<file path="config.mk">
export PLATFORM = sky130hd
export DESIGN_NAME = ddd_dial_digit_decoder
export DESIGN_NICKNAME = d
export VERILOG_FILES = /design/src/hw/ddd_pkg.sv /design/src/hw/ddd_sync_edge.sv /design/src/hw/ddd_dial_digit_decoder.sv
export SDC_FILE = /design/constraint.sdc
export NUM_CORES = 1
export LEC_CHECK = 0
export ABC_CLOCK_PERIOD_IN_PS = 3000
export BUFFER_PORTS_ARGS = -buffer_cell sky130_fd_sc_hd__buf_2
export CAP_MARGIN = 30
export CORE_MARGIN = 8
export CORE_UTILIZATION = 52
export CTS_BUF_LIST = sky130_fd_sc_hd__clkbuf_4
export DETAILED_ROUTE_END_ITERATION = 12
export GPL_ROUTABILITY_DRIVEN = 0
export PLACE_DENSITY_LB_ADDON = 0.08
export SLEW_MARGIN = 20
export SYNTH_ARGS = -nofsm -noshare
export SYNTH_HDL_FRONTEND = slang
export SYNTH_SLANG_ARGS = --single-unit
</file>
<file path="constraint.sdc">
create_clock -name clock_i -period 3 [get_ports clock_i]
set_input_delay 0.3 -clock clock_i [delete_from_list [all_inputs] [get_ports clock_i]]
set_output_delay 0.3 -clock clock_i [all_outputs]
set_load 0.01 [all_outputs]
</file>
<file path="src/hw/ddd_pkg.sv">
// Constants and shared definitions for the dial digit decoder.
// What this block does
// - Optionally remap tone code ten for digit zero to a plain zero.
// - One-of-sixteen decoder asserts exactly one line chosen by the digit code.
// - The asserted line holds until a new digit arrives, or the zero remap option changes while code ten is held.
// - Convert the latched raw code, before zero remap, into row plus column lines; column three can be inhibited.
// - Row and column outputs are meaningful only while digit valid is high.
// - Optionally force all row and column lines low while digit valid is low.
// - Each dial pulse starts or restarts the timeout; the first pulse of a train resets the counter at once.
// - Counter increment is delayed after its reset so the two never overlap.
// - After 0.2 second without pulses the timeout ends and loads the latch once.
// - Timeout exceeds the 0.125 second gap of an 8 pps slow dial.
// - Pulse counter counts in plain binary so ten pulses give code ten.
// - Counter and tone code are ORed into the latch input, zero when undriven.
// - Latch holds the last digit from either source until the next one loads.
// - While the loop shows continuous break, rotary latch loading is suppressed.
package ddd_pkg;

    localparam int CODE_W = 4;
    localparam int LINES = 16;
    localparam int CLK_HZ = 20_000_000;

    // End-of-digit timeout, and the slow dial gap it must exceed.
    localparam int TIMEOUT_MS = 200;
    localparam int SLOW_DIAL_PPS = 8;
    localparam int SLOW_GAP_MS = 1000 / SLOW_DIAL_PPS;
    localparam int TIMEOUT_CYCLES = TIMEOUT_MS * (CLK_HZ / 1000);
    localparam int TIMER_W = 22;

    // Receiver code for digit zero in hexadecimal format.
    localparam logic [3:0] CODE_ZERO_TONE = 4'hA;
    localparam logic [3:0] CODE_PLAIN_ZERO = 4'h0;

    // Values after reset.
    localparam logic [3:0] RST_CODE = 4'h0;
    localparam logic [15:0] RST_ONE_HOT = 16'h0001;

    // Column three carries the 1633 Hz tone.
    localparam int COL_INHIBIT_POS = 3;

endpackage

</file>
<file path="src/hw/ddd_sync_edge.sv">
// Two-flop synchroniser with rising edge detection for a group of levels.
`timescale 1ns/100ps
module ddd_sync_edge #(
    parameter int W = 2
) (
    // Clock and reset
    input wire logic clock_i,
    input wire logic rst_n_i,
    // Asynchronous levels in
    input wire logic [W-1:0] level_i,
    // Synchronised levels and one-cycle rising edge pulses
    output logic [W-1:0] level_o,
    output logic [W-1:0] rise_o
);

    typedef struct packed {
        logic [W-1:0] meta;
        logic [W-1:0] sync;
        logic [W-1:0] prev;
    } ddd_sync_s;

    ddd_sync_s state_reg;
    ddd_sync_s state_next;

    // The first stage is read only by the second stage.
    always_comb begin
        state_next = state_reg;
        state_next.meta = level_i;
        state_next.sync = state_reg.meta;
        state_next.prev = state_reg.sync;
    end

    always_ff @(posedge clock_i) begin
        if (!rst_n_i) begin
            state_reg <= '0;
        end else begin
            state_reg <= state_next;
        end
    end

    assign level_o = state_reg.sync;
    assign rise_o = state_reg.sync & ~state_reg.prev;

endmodule

</file>
<file path="src/hw/ddd_dial_digit_decoder.sv">
// Rotary pulse counter, tone code merge, digit latch and output decoders.
`timescale 1ns/100ps
module ddd_dial_digit_decoder #(
    parameter int TIMEOUT_CYCLES = ddd_pkg::TIMEOUT_CYCLES,
    parameter int TIMER_W = ddd_pkg::TIMER_W
) (
    // Clock and reset
    input wire logic clock_i,
    input wire logic rst_n_i,
    // Tone receiver
    input wire logic [3:0] tone_code_i,
    input wire logic digit_valid_i,
    // Loop detector, high means loop break
    input wire logic loop_break_i,
    // Options
    input wire logic zero_remap_en_i,
    input wire logic col3_inhibit_i,
    input wire logic blank_2of8_en_i,
    // Held digit
    output logic [3:0] digit_code_o,
    output logic digit_load_o,
    // One-of-sixteen decoder
    output logic [15:0] one_hot_o,
    // Two-of-eight decoder
    output logic [3:0] row_o,
    output logic [3:0] col_o,
    output logic row_col_valid_o,
    // Rotary status
    output logic [3:0] pulse_count_o,
    output logic timeout_active_o
);

    typedef struct packed {
        logic [TIMER_W-1:0] timer;
        logic timeout_active;
        logic count_pending;
        logic [3:0] pulse_counter;
        logic [3:0] raw_code;
        logic [3:0] digit_code;
        logic digit_load;
        logic [15:0] one_hot;
        logic [3:0] row;
        logic [3:0] col;
        logic row_col_valid;
    } ddd_state_s;

    localparam logic [TIMER_W-1:0] TIMER_LOAD = TIMER_W'(TIMEOUT_CYCLES - 1);
    localparam logic [TIMER_W-1:0] TIMER_ONE = TIMER_W'(1);

    ddd_state_s state_reg;
    ddd_state_s state_next;

    logic [1:0] sync_level;
    logic [1:0] sync_rise;
    logic loop_level;
    logic dial_pulse;
    logic dv_level;
    logic dv_rise;

    ddd_sync_edge #(
        .W(2)
    ) u_sync (
        .clock_i(clock_i),
        .rst_n_i(rst_n_i),
        .level_i({digit_valid_i, loop_break_i}),
        .level_o(sync_level),
        .rise_o(sync_rise)
    );

    // A dial pulse is taken at the start of each loop break.
    assign loop_level = sync_level[0];
    assign dial_pulse = sync_rise[0];
    assign dv_level = sync_level[1];
    assign dv_rise = sync_rise[1];

    // Maps a binary digit code onto its row and column lines.
    function automatic logic [7:0] ddd_row_col(input logic [3:0] code);
        logic [1:0] r;
        logic [1:0] c;
        r = 2'h0;
        c = 2'h0;
        unique case (code)
            4'h1: begin
                r = 2'h0;
                c = 2'h0;
            end
            4'h2: begin
                r = 2'h0;
                c = 2'h1;
            end
            4'h3: begin
                r = 2'h0;
                c = 2'h2;
            end
            4'h4: begin
                r = 2'h1;
                c = 2'h0;
            end
            4'h5: begin
                r = 2'h1;
                c = 2'h1;
            end
            4'h6: begin
                r = 2'h1;
                c = 2'h2;
            end
            4'h7: begin
                r = 2'h2;
                c = 2'h0;
            end
            4'h8: begin
                r = 2'h2;
                c = 2'h1;
            end
            4'h9: begin
                r = 2'h2;
                c = 2'h2;
            end
            4'hA: begin
                r = 2'h3;
                c = 2'h1;
            end
            4'hB: begin
                r = 2'h3;
                c = 2'h0;
            end
            4'hC: begin
                r = 2'h3;
                c = 2'h2;
            end
            4'hD: begin
                r = 2'h0;
                c = 2'h3;
            end
            4'hE: begin
                r = 2'h1;
                c = 2'h3;
            end
            4'hF: begin
                r = 2'h2;
                c = 2'h3;
            end
            4'h0: begin
                r = 2'h3;
                c = 2'h3;
            end
        endcase
        ddd_row_col = {4'h1 << r, 4'h1 << c};
    endfunction

    logic timeout_end;
    logic rotary_load;
    logic tone_load;
    logic [3:0] latch_in;
    logic [3:0] code_out;
    logic [7:0] rc;
    logic [3:0] col_mask;
    logic blank;

    always_comb begin
        state_next = state_reg;
        timeout_end = 1'b0;

        // Timeout: retriggered on every pulse, counts down otherwise.
        if (dial_pulse) begin
            // The reload span must stay above the slowest dial's pulse gap.
            state_next.timer = TIMER_LOAD;
            state_next.timeout_active = 1'b1;
        end else if (state_reg.timeout_active) begin
            if (state_reg.timer <= TIMER_ONE) begin
                state_next.timeout_active = 1'b0;
                timeout_end = 1'b1;
            end
            state_next.timer = state_reg.timer - TIMER_ONE;
        end

        // The first pulse of a train clears the counter in its own cycle;
        // the increment follows one cycle later, so clear and count are
        // never applied together.
        state_next.count_pending = dial_pulse;
        if (dial_pulse && !state_reg.timeout_active) begin
            state_next.pulse_counter = 4'h0;
        end else if (state_reg.count_pending) begin
            state_next.pulse_counter = state_reg.pulse_counter + 4'h1;
        end

        // A hang-up leaves the loop in break when the timeout ends, and
        // its single spurious count must not replace the held digit.
        rotary_load = timeout_end && !loop_level;
        tone_load = dv_rise;
        latch_in = (state_reg.pulse_counter & {4{rotary_load}})
            | (tone_code_i & {4{tone_load}});

        state_next.digit_load = rotary_load || tone_load;
        if (rotary_load || tone_load) begin
            state_next.raw_code = latch_in;
        end

        if (zero_remap_en_i && state_next.raw_code == ddd_pkg::CODE_ZERO_TONE) begin
            code_out = ddd_pkg::CODE_PLAIN_ZERO;
        end else begin
            code_out = state_next.raw_code;
        end
        state_next.digit_code = code_out;
        state_next.one_hot = 16'h0001 << code_out;

        // Row and column lines follow the receiver's own binary code.
        rc = ddd_row_col(state_next.raw_code);
        col_mask = 4'hF;
        if (col3_inhibit_i) begin
            col_mask[ddd_pkg::COL_INHIBIT_POS] = 1'b0;
        end
        blank = blank_2of8_en_i && !dv_level;
        state_next.row = blank ? 4'h0 : rc[7:4];
        state_next.col = blank ? 4'h0 : (rc[3:0] & col_mask);
        state_next.row_col_valid = dv_level;
    end

    always_ff @(posedge clock_i) begin
        if (!rst_n_i) begin
            state_reg.timer <= '0;
            state_reg.timeout_active <= 1'b0;
            state_reg.count_pending <= 1'b0;
            state_reg.pulse_counter <= 4'h0;
            state_reg.raw_code <= ddd_pkg::RST_CODE;
            state_reg.digit_code <= ddd_pkg::RST_CODE;
            state_reg.digit_load <= 1'b0;
            state_reg.one_hot <= ddd_pkg::RST_ONE_HOT;
            state_reg.row <= 4'h0;
            state_reg.col <= 4'h0;
            state_reg.row_col_valid <= 1'b0;
        end else begin
            state_reg <= state_next;
        end
    end

    assign digit_code_o = state_reg.digit_code;
    assign digit_load_o = state_reg.digit_load;
    assign one_hot_o = state_reg.one_hot;
    assign row_o = state_reg.row;
    assign col_o = state_reg.col;
    assign row_col_valid_o = state_reg.row_col_valid;
    assign pulse_count_o = state_reg.pulse_counter;
    assign timeout_active_o = state_reg.timeout_active;

endmodule

</file>
==> flow_summary_export.csv, run 1 <==
group,metric,value,unit
sta,finalSetupTns,0,ns
grt,grt_pass1_wl,10090,um
critical_path,crit_fanout,12,
pwr,seqPwrFrac,0.503,
final_layout,postLayoutCellArea,3268,sq um
sta,report.final.setup_viol,0,
sta,period_minus_slack,2.874,ns
grt,grt_max_degree,25,
run,maxCapViolCount,0,
grt,antenna_found_initial,0,
floorplanning,num_rows,27,
synth,ys_seq_elements,67,
pwr,report.power.total,1.902,mW
pwr,switching_power,0.4937,mW
critical_path,critical_path.top_delay_family,"simple AND/OR/NAND/NOR gates",
critical_path,cp-endpoint,"row_o[3]",
grt,overflow,0,
pwr,power_frac_comb,0.154,
grt,grt_util_all_layers,0.1534,
sta,max_freq,347.9,MHz
detailed_routing,routed_wl,5902,um
clock_network,cts-root-buf,"clkbuf_4",
final_layout,syn2layout_area_growth,14.76,%
critical_path,max_stage_delay,0.55,ns
placement,dp_hpwl,4304,um
synth,synth_warnings,0,
sta,setup_ws,0.1258,ns
critical_path,crit_path_cell_trace,"or3_1 > or4_4 > nor4_4 > buf_4 > a221oi_2 > buf_4 > mux2_4 > mux2_4 > nor3_1",
pwr,internal_power,1.408,mW
final_layout,largest_reg_flops,27,
synth,ys.flop_type,"dfxtp_1",
pwr,p_sw_frac,0.2596,
placement,placement.io_buffers,45,
critical_path,path_depth,9,
detailed_routing,wl_per_cell,14.15,um
floorplanning,chipWidth,90,um
critical_path,crit_type,"reg -> reg",
detailed_routing,viasPerCell,5.046,
critical_path,crit_slowest_cell,"or4_4",
detailed_routing,dr.first_iter.drc_count,77,
sta,slew_viol_final,0,
final_layout,layout_common_cells,"67 x dfxtp_1, 45 x buf_2, 38 x nor2_1",
final_layout,layout.nets,359,
synth,synth_edf_count,0,
detailed_routing,firstDrtPassIters,4,
clock_network,h-tree-depth,3,
sta,rsz0062_at_grt,"yes",
floorplanning,core_area,5405,sq um
clock_network,numCtsBuffers,9,
detailed_routing,drcViolationCount,0,
final_layout,diodes,0,
outcome,status,"completed",
sta,hold_viol_final,0,
placement,pre_cts_ws,0.09443,ns
synth,synth_area,2848,sq um
synth,avgSynthCellArea,9.461,sq um
synth,yosysTopAreaCell,"dfxtp_1",
pwr,peakVddDrop,438.1,uV
critical_path,worstSetupStartpointType,"flip-flop",
final_layout,n_fill_cell,493,
critical_path,cp.arrival,3.20,ns
detailed_routing,final_antenna_net_count,0,
floorplanning,dieArea,8100,sq um
clock_network,cts_hold_buffers,0,
synth,netlist_instances,301,
clock_network,clock-sinks,67,
synth,syn_nets,320,
grt,grt_pass1_vias,2148,
synth,seq_area_frac_synth,0.4710,
synth,async_reset_ff_frac,0,
critical_path,critical_path_buf_inv_count,2,
floorplanning,start_util,0.5269,
detailed_routing,num_vias,2104,
final_layout,drive_above_1_share,0.2841,
pwr,power_density,582.0,nW/um^2
critical_path,r2r_cells,9,
sta,slew_headroom,0.4000,
synth,synth.area.top_cells,"dfxtp_1 47%, buf_4 8.4%, nor2_1 5.0%",
sta,period_share,0.9581,
pwr,p_leak,1.435,nW
pwr,clock_power_share,0.343,
hold_path,hold_path.class,"in -> reg",
critical_path,r2r-end,"row_o[3]",
sta,worstMarginPinSlew,0.8906,ns
clock_network,clkLatencyLatePin,0.40,ns
final_layout,utilization,0.6046,
critical_path,rr_startpoint,"state_reg[42]",
final_layout,final_common_cell,"dfxtp_1",
critical_path,rrSetupSlack,0.13,ns
clock_network,clk_path_buf_depth,2,
floorplanning,die_h,90,um
floorplanning,ioPinCount,46,
sta,fin_worst_skew,0.007384,ns
clock_network,cts_tree,"built",
placement,dpl_cell_area,3065,sq um
critical_path,required,3.32,ns
critical_path,critPathLaunch,"state_reg[42]",
synth,synth_top_area_frac,0.4710,
clock_network,clk_pin_slew,0.11,ns
critical_path,critPathCaptureType,"flip-flop",
synth,synth.distinct_cells,41,
==> synth_stat cells, types with 2 or more instances <==
cell type	number
xnor2_1	14
clkbuf_1	3
nor2_1	38
o2bb2ai_1	2
inv_1	7
xor2_1	8
and2_1	10
a2bb2oi_1	2
a221oi_2	2
or3_1	4
nand3_1	3
ha_1	8
o21ai_0	6
nor3_1	17
nand2b_1	7
buf_4	32
nor4_1	7
or4_4	2
a221o_1	2
o21a_1	2
nand2_1	16
mux2i_1	6
a21oi_1	14
a31oi_1	2
or4_1	4
dfxtp_1	67
buf_2	2
==> worst min-delay path by stage <==
stage	startpoint	endpoint	slack [ns]	cells after the start
floorplan	col3_inhibit_i	col_o[3]	0.38	1
global placement	u_sync.state_next[2]	u_sync.level_o[0]	0.42	1
detailed placement	u_sync.state_next[3]	u_sync.level_o[1]	0.43	1
CTS	col3_inhibit_i	col_o[3]	0.01	2
global route	col3_inhibit_i	col_o[3]	0.02	2
finish	col3_inhibit_i	col_o[3]	0.04	2
==> power groups by stage <==
stage | logic, mW | clock network, mW | registers, mW
6_report | 0.292 | 0.652 | 0.957
5_1_grt | 0.322 | 0.710 | 0.963
4_1_cts | 0.275 | 0.670 | 0.956
3_5_place_dp | 0.273 | 0 | 0.977
3_3_place_gp | 0.271 | 0 | 0.976
2_1_floorplan | 0.198 | 0 | 0.976
==> kinds of logic (layout without fill, tap and decap cells) <==
| group | count (synthesis) | after routing | share of synthesized area |
|---|---|---|---|
| buffers and inverters | 46 | 90 | 0.1037 |
| and+or+nand+nor | 115 | 115 | 0.2096 |
| muxes | 8 | 8 | 0.03032 |
| xor gates and xnor gates | 22 | 22 | 0.06766 |
| DFF | 67 | 67 | 0.4710 |
| adders and majority gates | 8 | 8 | 0.03515 |
| AOI/OAI and AO/OA | 35 | 35 | 0.08260 |
==> worst register-to-register path, cell delays in order, from the launching register on <==
cell and delay, ns:
dfxtp_1 0.35, or3_1 0.43, or4_4 0.55, nor4_4 0.29, buf_4 0.17, a221oi_2 0.05, buf_4 0.20, mux2_4 0.32
mux2_4 0.27, nor3_1 0.18
==> stage by stage <==
stage                     hold WS [ns]  std cells
after detailed placement        0.4251        400
after CTS                      0.01430        416
after global placement          0.4202        400
after global routing           0.02284        417
final                          0.04343        417
after floorplan                 0.3785        301
==> final cells by class <==
cell class              count  area [sq um]  area share
clock inverters             6         80.08     0.02450
flip-flops and latches     67          1341      0.4104
clock buffers              10         75.07     0.02297
multi-input cells         188          1269      0.3882
inverters                   8         30.03    0.009188
well taps                  72         90.09     0.02757
repair buffers             66         382.9      0.1172
==> metal layers <==
layer / GRT usage / up-vias / part of all wire
met2: 0.2074 / 75 / 0.39
met3: 0.04323 / 11 / 0.070
met1: 0.2113 / 938 / 0.51
met5: 0 / - / 0
met4: 0.08738 / 0 / 0.023
li1: - / 1080 / -
==> what timing repair did <==
| item | in CTS | in global routing |
|---|---|---|
| setup buffers | 0 | 1 |
| resized for setup | 0 | 8 |
| hold endpoints to repair | 0 | 0 |
| endpoints found under the setup margin | 0 | 8 |
Note: power is estimated with default switching activity, not from simulation.
==> run 2, diff against run 1 <==
ABC_CLOCK_PERIOD_IN_PS = 2900   (was 3000)
CORE_UTILIZATION = 58   (was 52)
RECOVER_POWER = 25   (was unset)
clock period = 2.9 ns   (was 3 ns; I/O delays follow)
==> flow_summary_export.csv, run 2 (same netlist as run 1, synthesis figures left out) <==
group,metric,value,unit
outcome,status,"completed",
sta,period_share,0.9843,
sta,rsz0062_at_grt,"yes",
final_layout,layout.nets,366,
detailed_routing,firstDrtPassIters,4,
clock_network,numCtsBuffers,9,
sta,max_freq,350.3,MHz
hold_path,hold_path.class,"in -> reg",
floorplanning,core_area,4723,sq um
clock_network,clk_path_buf_depth,2,
hold_path,min_from,"col3_inhibit_i",
final_layout,seq_area,1346,sq um
hold_path,whs_endpoint,"col_o[3]",
sta,slew_viol_final,0,
floorplanning,start_util,0.6029,
sta,report.final.setup_viol,0,
floorplanning,chipWidth,86.07,um
detailed_routing,num_vias,2190,
final_layout,syn2layout_area_growth,21.09,%
critical_path,required,3.22,ns
sta,period_minus_slack,2.854,ns
grt,grt_pass1_wl,9501,um
detailed_routing,wl_per_cell,14.98,um
clock_network,cts_hold_buffers,0,
grt,antenna_found_initial,0,
floorplanning,die_h,86.07,um
critical_path,rr_startpoint,"state_reg[48]",
detailed_routing,drcViolationCount,0,
final_layout,n_fill_cell,353,
sta,slew_headroom,0.5047,
critical_path,r2r-end,"row_o[3]",
critical_path,critPathCaptureType,"flip-flop",
detailed_routing,final_antenna_net_count,0,
placement,placedCellCount,390,
final_layout,multi_input_area,1406,sq um
final_layout,layoutNonFillerInstCount,419,
placement,dp_hpwl,4135,um
critical_path,rrSetupSlack,0.05,ns
pwr,power_density,587.1,nW/um^2
clock_network,cts-root-buf,"clkbuf_4",
grt,grt_max_degree,25,
hold_path,whs_path_depth,2,
critical_path,crit_fanout,5,
floorplanning,ioPinCount,46,
pwr,peakVddDrop,340.0,uV
detailed_routing,routed_wl,6277,um
clock_network,clkLatencyLatePin,0.40,ns
grt,grt_util_all_layers,0.1637,
clock_network,h-tree-depth,3,
floorplanning,dieArea,7408,sq um
clock_network,cts_tree,"built",
final_layout,utilization,0.7301,
clock_network,clock-sinks,67,
floorplanning,num_rows,25,
critical_path,cp.arrival,3.18,ns
final_layout,layout_common_cells,"63 x dfxtp_1, 37 x nor2_1, 29 x buf_2",
sta,worstMarginPinSlew,0.7422,ns
critical_path,worstSetupStartpointType,"flip-flop",
grt,overflow,0,
critical_path,r2r_cells,9,
sta,finalSetupTns,0,ns
final_layout,diodes,0,
run,maxCapViolCount,0,
pwr,p_leak,1.412,nW
sta,hold_viol_final,0,
grt,grt_pass1_vias,2040,
final_layout,largest_reg_flops,27,
final_layout,drive_above_1_share,0.3182,
placement,placement.io_buffers,45,
detailed_routing,dr.first_iter.drc_count,86,
detailed_routing,viasPerCell,5.227,
final_layout,final_common_cell,"dfxtp_1",
clock_network,clk_pin_slew,0.10,ns
sta,fin_worst_skew,0.009834,ns
critical_path,crit_type,"reg -> reg",
-- run 2: cell types whose count changed in the layout (fill, tap and decap cells not counted), moves of 3 or more --
cell,before,now
clkbuf_1,0,17
buf_2,45,29
buf_4,21,25
dfxtp_1,67,63
dfxtp_2,0,4
ha_4,0,4
nor3_1,17,13
nor3_2,0,4
and2_0,0,3
and2_1,10,7
ha_1,7,4
mux2i_1,5,2
mux2i_2,1,4
-- run 2: report_power, final --
part / switching (mW) / leakage (nW) / internal (mW)
logic: 0.184 / 0.776 / 0.164
registers: 0.0298 / 0.547 / 0.963
clock network: 0.317 / 0.0885 / 0.367
-- run 2: critical path: stages, from the launching register on --
cell and delay [ns]:
dfxtp_1 0.35, or4_4 0.56, nor4_4 0.34, a21oi_4 0.13, a221oi_4 0.42, inv_2 0.14
ha_4 0.19, mux2_4 0.26, mux2_4 0.27, nor3_2 0.12
-- run 2: how the worst max path moves through the flow --
stage,startpoint,endpoint,slack [ns],cells after the start
6_report,state_reg[48],row_o[3],0.05,9
2_1_floorplan,state_reg[59],col_o[3],0.001,9
4_1_cts,state_reg[55],row_o[3],0.002,8
5_1_grt,state_reg[49],row_o[3],-0.07,9
3_5_place_dp,state_reg[51],row_o[3],-0.04,9
3_3_place_gp,state_reg[51],row_o[1],0.08,9
-- run 2: layer usage --
metal / global-route usage / wire [um] / share of wire
met1: 0.2102 / 2823 / 0.45
met2: 0.2344 / 2832 / 0.45
met3: 0.05635 / 471 / 0.075
met4: 0.08599 / 150 / 0.024
met5: 0 / 0 / 0
-- run 2: repair_timing --
action,CTS,global route
pin swaps,2,11
setup endpoints to repair,2,10
setup buffers,2,10
gates resized for setup,1,29
-- run 2: final cells by class --
class,count,share of cell area
inverters,8,0.009434
well taps,67,0.02431
multi-input cells,188,0.4078
flip-flops and latches,67,0.3904
repair buffers,73,0.1216
clock inverters,5,0.02250
clock buffers,11,0.02395
-- run 2: metrics by stage --
stage	cell area (sq um)	setup slack (ns)	power (mW)	hold slack, ns
2_1_floorplan	2923	0.001235	1.236	0.3685
3_3_place_gp	3079	0.08012	1.298	0.4170
3_5_place_dp	3079	-0.04140	1.303	0.4192
4_1_cts	3258	0.001957	1.985	0.02710
5_1_grt	3448	-0.06781	2.115	0.01918
6_report	3448	0.04563	2.024	0.04341
